===== src/logic/smfe_pkg.sv =====
// Purpose: Shared constants and types for the serial measurement frame encoder
// Assumes: 18-bit output words, byte-wide serial link behind a ready/valid port
// Notes:   Markers and the size field are sent most significant byte first, codes least significant byte first
package smfe_pkg;
   // ---------------------------------------------------------------
   // Frame layout
   // ---------------------------------------------------------------
   localparam logic [63:0] START_MARK   = 64'hFFFF00FFFF000000;
   localparam logic [31:0] END_MARK     = 32'hFEFE0000;
   localparam logic [11:0] START_LAST   = 12'h007;  // 8 marker bytes
   localparam logic [11:0] WORD32_LAST  = 12'h003;  // 4 bytes of size or end marker
   localparam logic [11:0] PIX_LAST     = 12'h3FF;  // 512 pixels of 2 bytes
   localparam logic [11:0] VAL_LAST     = 12'h002;  // 3 bytes per value
   localparam logic [15:0] PIX_MAX      = 16'h3FFF;
   localparam logic [15:0] SIG_BYTES    = 16'h0400;  // Payload bytes per video signal
   localparam logic [15:0] FRAME_BYTES  = 16'h0010;  // Markers plus size field
   localparam logic [15:0] VAL_BYTES    = 16'h0003;
   localparam logic [5:0]  MAX_VALUES   = 6'h20;
   // ---------------------------------------------------------------
   // Byte tags and output codes
   // ---------------------------------------------------------------
   localparam logic [1:0]  TAG_LOW      = 2'h0;
   localparam logic [1:0]  TAG_MID      = 2'h1;
   localparam logic [1:0]  TAG_HIGH1    = 2'h2;
   localparam logic [1:0]  TAG_HIGHN    = 2'h3;
   localparam logic [19:0] LIN_OFFSET   = 20'h17FB8;  // 98232
   localparam logic [17:0] CODE_MID     = 18'h1FFB8;  // 131000
   localparam logic [17:0] CODE_MAX     = 18'h3FFB8;  // 262072
   localparam logic [17:0] CODE_UNDER   = 18'h3FFB9;
   localparam logic [17:0] CODE_OVER    = 18'h3FFBA;
   localparam logic [17:0] CODE_BAUD    = 18'h3FFBB;
   localparam logic [17:0] CODE_NOPEAK  = 18'h3FFBC;
   localparam logic [17:0] CODE_BEFORE  = 18'h3FFBD;
   localparam logic [17:0] CODE_BEHIND  = 18'h3FFBE;
   localparam logic [17:0] CODE_NOCALC  = 18'h3FFBF;
   // ---------------------------------------------------------------
   // Types
   // ---------------------------------------------------------------
   typedef enum logic [2:0] {
      SMFE_OK     = 3'b000,
      SMFE_NOPEAK = 3'b001,
      SMFE_BEFORE = 3'b010,
      SMFE_BEHIND = 3'b011,
      SMFE_NOCALC = 3'b100
   } smfe_stat_e;
   typedef enum logic [2:0] {
      ST_IDLE = 3'b000,
      ST_PRE  = 3'b001,
      ST_SIZE = 3'b010,
      ST_PIX  = 3'b011,
      ST_END  = 3'b100,
      ST_VAL  = 3'b101
   } smfe_state_e;
   // Measurement: status plus position, 65536 steps per measuring_span
   typedef struct packed {
      smfe_stat_e         stat;
      logic signed [18:0] frac;
   } smfe_meas_s;
   typedef struct packed {
      logic [7:0] data;
      logic       valid;
   } smfe_tx_s;
endpackage : smfe_pkg


===== src/logic/smfe_encoder.sv =====
// Purpose: Serial measurement frame encoder, video frame then tagged values
// Assumes: Pixel and measurement sources answer combinationally to the index outputs
// Notes:   One output cycle per cycle_start pulse accepted while idle
//
// Behaviour
// - 512 pixels per selected signal, clamped 16383
// - Values only follow a video frame
// - Three six-bit bytes with tags 00,01,10/11
// - Codes above 262072 mean errors only
// - Scaling underflow gives 262073
// - Scaling overflow gives 262074
// - Baud overload gives 262075
// - Overload compares bytes demanded against budget
// - Peak before range gives 262077
// - Peak behind range gives 262078
// - Uncomputable value gives 262079
// - Mid of measuring_span encodes as 131000
// - Over 32 values refused with error
// - Unselected values are omitted entirely
`timescale 1ns/1ps
module smfe_encoder (
   input  wire logic                ref_clk,
   input  wire logic                nrst,
   input  wire logic                cycle_start,
   input  wire logic [2:0]          vid_select,
   input  wire logic [5:0]          val_count,
   input  wire logic [15:0]         byte_budget,
   input  wire logic [15:0]         pix_word,
   input  wire smfe_pkg::smfe_meas_s meas,
   input  wire logic                tx_ready,
   output smfe_pkg::smfe_tx_s       tx,
   output logic [1:0]               pix_sig,
   output logic [8:0]               pix_index,
   output logic [4:0]               val_index,
   output logic                     busy,
   output logic                     too_many_values_error,
   output logic                     overload
);
   import smfe_pkg::*;

   typedef struct packed {
      smfe_state_e st;
      logic [11:0] cnt;
      logic [1:0]  sig;
      logic [2:0]  mask;
      logic [4:0]  vidx;
      logic [5:0]  nval;
      logic [15:0] size;
      logic        over;
      logic        too_many;
      logic        busy;
      smfe_tx_s    tx;
   } smfe_q_s;

   smfe_q_s     q;
   smfe_q_s     next_q;
   logic        rst_meta;
   logic        rst_n;
   logic        step;
   logic [7:0]  cur_byte;
   logic [15:0] pix_lim;
   logic [19:0] lin_sum;
   logic [17:0] code;
   logic [15:0] demand;
   logic [1:0]  nvid;

   // ---------------------------------------------------------------
   // Reset release
   // ---------------------------------------------------------------
   // Two stages so the release never lands near a clock edge
   always_ff @(posedge ref_clk or negedge nrst) begin
      if (!nrst) begin
         rst_meta <= 1'b0;
         rst_n    <= 1'b0;
      end else begin
         rst_meta <= 1'b1;
         rst_n    <= rst_meta;
      end
   end

   // First selected video signal at or above a given index
   function automatic logic [2:0] first_sig(input logic [2:0] m, input logic [1:0] from);
      logic [2:0] r;
      r = 3'b100;
      for (int i = 2; i >= 0; i--) begin
         if (m[i] && (2'(i) >= from)) begin
            r = {1'b0, 2'(i)};
         end
      end
      return r;
   endfunction : first_sig

   // ---------------------------------------------------------------
   // Value encoding
   // ---------------------------------------------------------------
   // Linear code: offset plus position, so half a span lands on the mid code
   always_comb begin
      lin_sum = LIN_OFFSET + 20'(meas.frac);
      code    = lin_sum[17:0];
      if (q.over) begin
         code = CODE_BAUD;
      end else begin
         unique case (meas.stat)
            SMFE_NOPEAK: code = CODE_NOPEAK;
            SMFE_BEFORE: code = CODE_BEFORE;
            SMFE_BEHIND: code = CODE_BEHIND;
            SMFE_NOCALC: code = CODE_NOCALC;
            SMFE_OK: begin
               if (lin_sum[19]) begin
                  code = CODE_UNDER;
               end else if (lin_sum > {2'b00, CODE_MAX}) begin
                  code = CODE_OVER;  // Above valid range gives the overflow code
               end
            end
            default: code = CODE_NOCALC;
         endcase
      end
   end

   // Bytes one cycle will demand of the link
   always_comb begin
      nvid   = 2'(vid_select[0]) + 2'(vid_select[1]) + 2'(vid_select[2]);
      demand = FRAME_BYTES + 16'(nvid) * SIG_BYTES + 16'(val_count) * VAL_BYTES;
   end

   // ---------------------------------------------------------------
   // Byte selection per state
   // ---------------------------------------------------------------
   always_comb begin
      pix_lim  = (pix_word > PIX_MAX) ? PIX_MAX : pix_word;
      cur_byte = 8'h00;
      unique case (q.st)
         ST_IDLE: cur_byte = 8'h00;
         ST_PRE:  cur_byte = 8'(START_MARK >> (8 * (7 - int'(q.cnt))));
         ST_SIZE: cur_byte = 8'({16'h0000, q.size} >> (8 * (3 - int'(q.cnt))));
         ST_PIX:  cur_byte = q.cnt[0] ? pix_lim[7:0] : pix_lim[15:8];
         ST_END:  cur_byte = 8'(END_MARK >> (8 * (3 - int'(q.cnt))));
         ST_VAL: begin
            // Six data bits per byte, tag in the top two
            if (q.cnt == 12'h000) begin
               cur_byte = {TAG_LOW, code[5:0]};
            end else if (q.cnt == 12'h001) begin
               cur_byte = {TAG_MID, code[11:6]};
            end else begin
               cur_byte = {(q.vidx == 5'h00) ? TAG_HIGH1 : TAG_HIGHN, code[17:12]};
            end
         end
         default: cur_byte = 8'h00;
      endcase
   end

   // ---------------------------------------------------------------
   // Sequencer
   // ---------------------------------------------------------------
   // A byte moves on only when the output slot is free or being taken
   always_comb begin
      logic [2:0] nxt;
      logic [2:0] fst;
      // Signal 2 is the last one; a wrapped index would restart the video
      nxt    = (q.sig == 2'h2) ? 3'b100 : first_sig(q.mask, 2'(q.sig + 2'h1));
      fst    = first_sig(q.mask, 2'h0);
      next_q = q;
      step   = (q.st != ST_IDLE) && (!q.tx.valid || tx_ready);
      if (q.tx.valid && tx_ready) begin
         next_q.tx.valid = 1'b0;
      end
      if (step) begin
         next_q.tx.data  = cur_byte;
         next_q.tx.valid = 1'b1;
         next_q.cnt      = q.cnt + 12'h001;
      end
      unique case (q.st)
         ST_IDLE: begin
            if (cycle_start) begin
               if (val_count > MAX_VALUES) begin
                  next_q.too_many = 1'b1;  // Selection refused
               end else begin
                  next_q.too_many = 1'b0;
                  next_q.st       = ST_PRE;
                  next_q.cnt      = 12'h000;
                  next_q.mask     = vid_select;
                  next_q.nval     = val_count;
                  next_q.vidx     = 5'h00;
                  next_q.size     = 16'(nvid) * SIG_BYTES;
                  next_q.over     = demand > byte_budget;
               end
            end
         end
         ST_PRE: begin
            if (step && q.cnt == START_LAST) begin
               next_q.st  = ST_SIZE;
               next_q.cnt = 12'h000;
            end
         end
         ST_SIZE: begin
            if (step && q.cnt == WORD32_LAST) begin
               next_q.cnt = 12'h000;
               next_q.sig = fst[1:0];
               next_q.st  = (q.mask == 3'b000) ? ST_END : ST_PIX;
            end
         end
         ST_PIX: begin
            if (step && q.cnt == PIX_LAST) begin
               next_q.cnt = 12'h000;
               if (nxt[2]) begin
                  next_q.st = ST_END;
               end else begin
                  next_q.sig = nxt[1:0];
               end
            end
         end
         ST_END: begin
            // Values never precede the frame
            if (step && q.cnt == WORD32_LAST) begin
               next_q.cnt = 12'h000;
               next_q.st  = (q.nval == 6'h00) ? ST_IDLE : ST_VAL;
            end
         end
         ST_VAL: begin
            if (step && q.cnt == VAL_LAST) begin
               next_q.cnt  = 12'h000;
               next_q.vidx = q.vidx + 5'h01;
               if ({1'b0, q.vidx} == 6'(q.nval - 6'h01)) begin
                  next_q.st = ST_IDLE;
               end
            end
         end
         default: next_q.st = ST_IDLE;
      endcase
      // Busy kept as its own flop so the pin needs no decode
      next_q.busy = (next_q.st != ST_IDLE);
   end

   // State register
   always_ff @(posedge ref_clk or negedge rst_n) begin
      if (!rst_n) begin
         q <= '0;
      end else begin
         q <= next_q;
      end
   end

   // Outputs are plain state bits
   assign tx                    = q.tx;
   assign pix_sig               = q.sig;
   assign pix_index             = q.cnt[9:1];
   assign val_index             = q.vidx;
   assign busy                  = q.busy;
   assign too_many_values_error = q.too_many;
   assign overload              = q.over;
endmodule : smfe_encoder


===== config.mk =====
export PLATFORM = sky130hd
export DESIGN_NAME = smfe_encoder
export DESIGN_NICKNAME = d
export VERILOG_FILES = /design/src/logic/smfe_pkg.sv /design/src/logic/smfe_encoder.sv
export SDC_FILE = /design/constraint.sdc
export NUM_CORES = 1
export LEC_CHECK = 0
export ABC_AREA = 1
export BUFFER_PORTS_ARGS = -buffer_cell sky130_fd_sc_hd__buf_4
export CAP_MARGIN = 0
export CORE_UTILIZATION = 35
export DETAILED_ROUTE_END_ITERATION = 6
export GPL_TIMING_DRIVEN = 0
export PLACE_DENSITY = 0.53
export SETUP_SLACK_MARGIN = 0.4
export SYNTH_ARGS = -nofsm -noshare
export SYNTH_HDL_FRONTEND = slang
export SYNTH_SLANG_ARGS = --single-unit
export TNS_END_PERCENT = 1

===== constraint.sdc =====
create_clock -name ref_clk -period 1.7 [get_ports ref_clk]
set_input_delay 0.085 -clock ref_clk [delete_from_list [all_inputs] [get_ports ref_clk]]
set_output_delay 0.085 -clock ref_clk [all_outputs]
set_load 0.02 [all_outputs]

==> metrics.yaml <==
p_switching_mw: 3.67
drt_first_iter_violations: 267
dpl_worst_slack_ns: -0.859
fill_cells: 1281
fmax_ghz: 0.456
finClkSkew_ns: 0.00894
drv_cap: 0
synth-simple-area-share_pct: 34.3
io_pins: 95
ys.flop_type: "dfrtp_1"
via_per_inst: 4.81
ys_top_cells_by_area: "dfrtp_1 25%, nand2_1 13%, ha_1 10%, inv_1 8.6%, nor2_1 5.2%"
cp-end-kind: "flip-flop"
cts_tree: "built"
clk_latency_ns: 0.30
dpl_cell_area_sq_mm: 0.00563
synth_compound_area_share_pct: 11.1
final_antenna_net_count: 0
slew_viol_final: 0
synth.ff_latch_count: 47
grt_use_total_pct: 20.1
fp.coreArea_sq_mm: 0.0128
yosysTopAreaCellShare_pct: 25.3
grt_max_degree: 28
die_y_microns: 117
worst_hold_path_type: "input pin to flip-flop"
synth_warnings: 0
hold_viol: 0
violations: "negative setup slack"
combPwrFrac_pct: 63.3
avgSynthCellArea_sq_um: 6.77
synth.distinct_cells: 50
cts.sinks: 47
dieArea_sq_mm: 0.0137
clk_pin_slew_ns: 0.08
p_sw_share_pct: 45.8
drt-total-wl_microns: 13600
critPathMaxFanout: 6
synth_top_family_by_area: "simple AND/OR/NAND/NOR gates"
syn-instance-count: 686
cts_buffers: 5
utilization_pct: 50.1
placement.io_buffers: 94
arrival_ns: 2.41
synth.mux.area_fraction_pct: 0
finalCriticalPeriod_ns: 2.19
seq_power_share_pct: 22.0
rows: 41
clkPwrFrac_pct: 14.7
cts_root_buf: "clkbuf_16"
synth_edf_count: 0
grt_pass1_wl_microns: 21600
final_net_count: 934
synthArstFlopShare_pct: 100
rsz0062_at_grt: "true"
fin_crit_sh_pct: 129
irDropWorstVdd_mv: 0.675
status: "complete, but fails checks"
setup_viol: 30
overflow: 0
cp.required_ns: 1.92
synth-xor-area-share_pct: 4.34
antenna_found_initial: 0
synth.most_common_cell: "nand2_1"
internal_power_mw: 4.35
synthAdderAreaFrac_pct: 10.8
drive_above_1_share_pct: 31.6
yosysTopAreaCell: "dfrtp_1"
cts_htree_levels: 2
synth_common_cells: "161 x nand2_1, 107 x inv_1, 64 x nor2_1, 47 x dfrtp_1, 39 x nand3_1"
wl_per_cell_microns: 13.6
die_x_microns: 117
power.density_mw_per_mm2: 1250
syn-num-nets: 792
seq_area_frac_synth_pct: 25.3
leakage_nw: 3.28
postLayoutCellArea_sq_mm: 0.00640
syn2layout_area_growth_pct: 37.8
drc: 0
gp_congestion: 0.883
dp_hpwl_microns: 10400
path_class: "flip-flop to flip-flop"
via_count: 4815
initial_core_util_pct: 36.4
cp-start-kind: "flip-flop"
cts_buffer_depth: 2
antennaDiodeCount: 0
first_pass_iters: 4
synth_area_sq_mm: 0.00464
grt_pass1_vias: 4557
worst_slack_ns: -0.492
## sequential cells by signal (all words and copies together) (netlist names)
signal / count
q: 17
pix_index: 9
tx: 9
val_index: 5
pix_sig: 2
busy: 1
overload: 1
rst_meta: 1
rst_n: 1
too_many_values_error: 1
## metal layers
metal | part of all wire [%] | track usage, % | vias up
li1 | - | - | 2484
met1 | 49 | 28.1 | 2214
met2 | 46 | 33.7 | 107
met3 | 3.9 | 2.21 | 10
met4 | 1.0 | 3.97 | 0
met5 | 0 | 0 | -
## through the flow
step	power [mW]	instances	hold WS [ns]	setup TNS, ns
after CTS	7.64	986	0.00637	-10.47
after global routing	8.65	1001	0.0340	-15.20
after detailed placement	5.99	953	-0.131	-24.98
final	8.02	1001	0.0137	-11.09
after global placement	5.93	952	-0.132	-40.43
after floorplan	4.74	686	-0.211	-7.02
## logic make-up after synthesis
kind of cell,after synthesis
AND/OR/NAND/NOR,340
buffers and inverters,146
AO/OA/AOI/OAI,90
flip-flops,47
adder cells (fa/ha/maj),39
XOR/XNOR,23
other,1
## layout by cell type (no fill, tap or decap), types with 3 or more instances in the layout
| cell | instances |
|---|---|
| a21oi_1 | 24 |
| nand4_1 | 20 |
| clkbuf_4 | 3 |
| nor3_1 | 18 |
| nand2_2 | 9 |
| o211ai_1 | 3 |
| nor3_4 | 4 |
| a31oi_1 | 3 |
| o21ai_0 | 27 |
| buf_4 | 153 |
| ha_4 | 6 |
| nor2_1 | 56 |
| nor2_4 | 6 |
| dfrtp_2 | 8 |
| inv_2 | 11 |
| xnor2_1 | 7 |
| nand2_1 | 152 |
| o21ai_1 | 11 |
| inv_4 | 3 |
| buf_6 | 6 |
| nor4_1 | 4 |
| nor2_2 | 6 |
| xor2_1 | 16 |
| nand3_1 | 39 |
| clkbuf_16 | 5 |
| nor3_2 | 6 |
| nand2_4 | 5 |
| inv_1 | 97 |
| o22ai_1 | 6 |
| ha_1 | 29 |
| dfrtp_1 | 39 |
## cell type report
class	count	area (sq um)	area share, %
inverter	114	445	6.96
clock inverter	3	47.5	0.743
multi-input combinational	493	3100	48.4
tap	172	215	3.36
timing repair buffer	135	1040	16.3
clock buffer	5	125	1.96
sequential	47	1190	18.5
buffer	32	239	3.74
## power groups by stage
stage | clock network, mW | registers, mW | logic, mW
after floorplan | 0 | 1.76 | 2.97
after global placement | 0 | 1.81 | 4.11
after detailed placement | 0 | 1.81 | 4.18
after CTS | 1.22 | 1.76 | 4.66
after global routing | 1.25 | 1.81 | 5.59
final | 1.18 | 1.76 | 5.08
## worst paths after layout
| kind | from | end | slack [ns] | depth (start not counted) |
|---|---|---|---|---|
| max in group asynchronous | rst_n | pix_index[0] | 0.95 | 1 |
| hold / removal | vid_select[2] | q[41] | 0.01 | 3 |
| hold reg to reg | rst_n | pix_sig[0] | 0.22 | 0 |
| min in group asynchronous | nrst | rst_meta | 0.10 | 2 |
| setup / recovery | pix_index[2] | pix_sig[0] | -0.49 | 11 |
| setup reg to reg | pix_index[2] | pix_sig[0] | -0.49 | 11 |
## critical path: stages, from the launching register on
cell     delay (ns)
dfrtp_1        0.42
inv_4          0.11
ha_4           0.16
nand2_4        0.06
nor2_4         0.13
nand2_4        0.11
nor3_4         0.30
buf_4          0.19
o22ai_1        0.07
a21oi_2        0.25
nor2_1         0.13
a31oi_4        0.16
## repair_timing
action	in CTS	in global routing
resized for setup	50	41
endpoints found under the hold margin	2	0
setup endpoints to repair	44	44
hold buffers	1	0
pin swaps	14	28
buffers inserted	24	15
(Power assumes the default switching activity.)
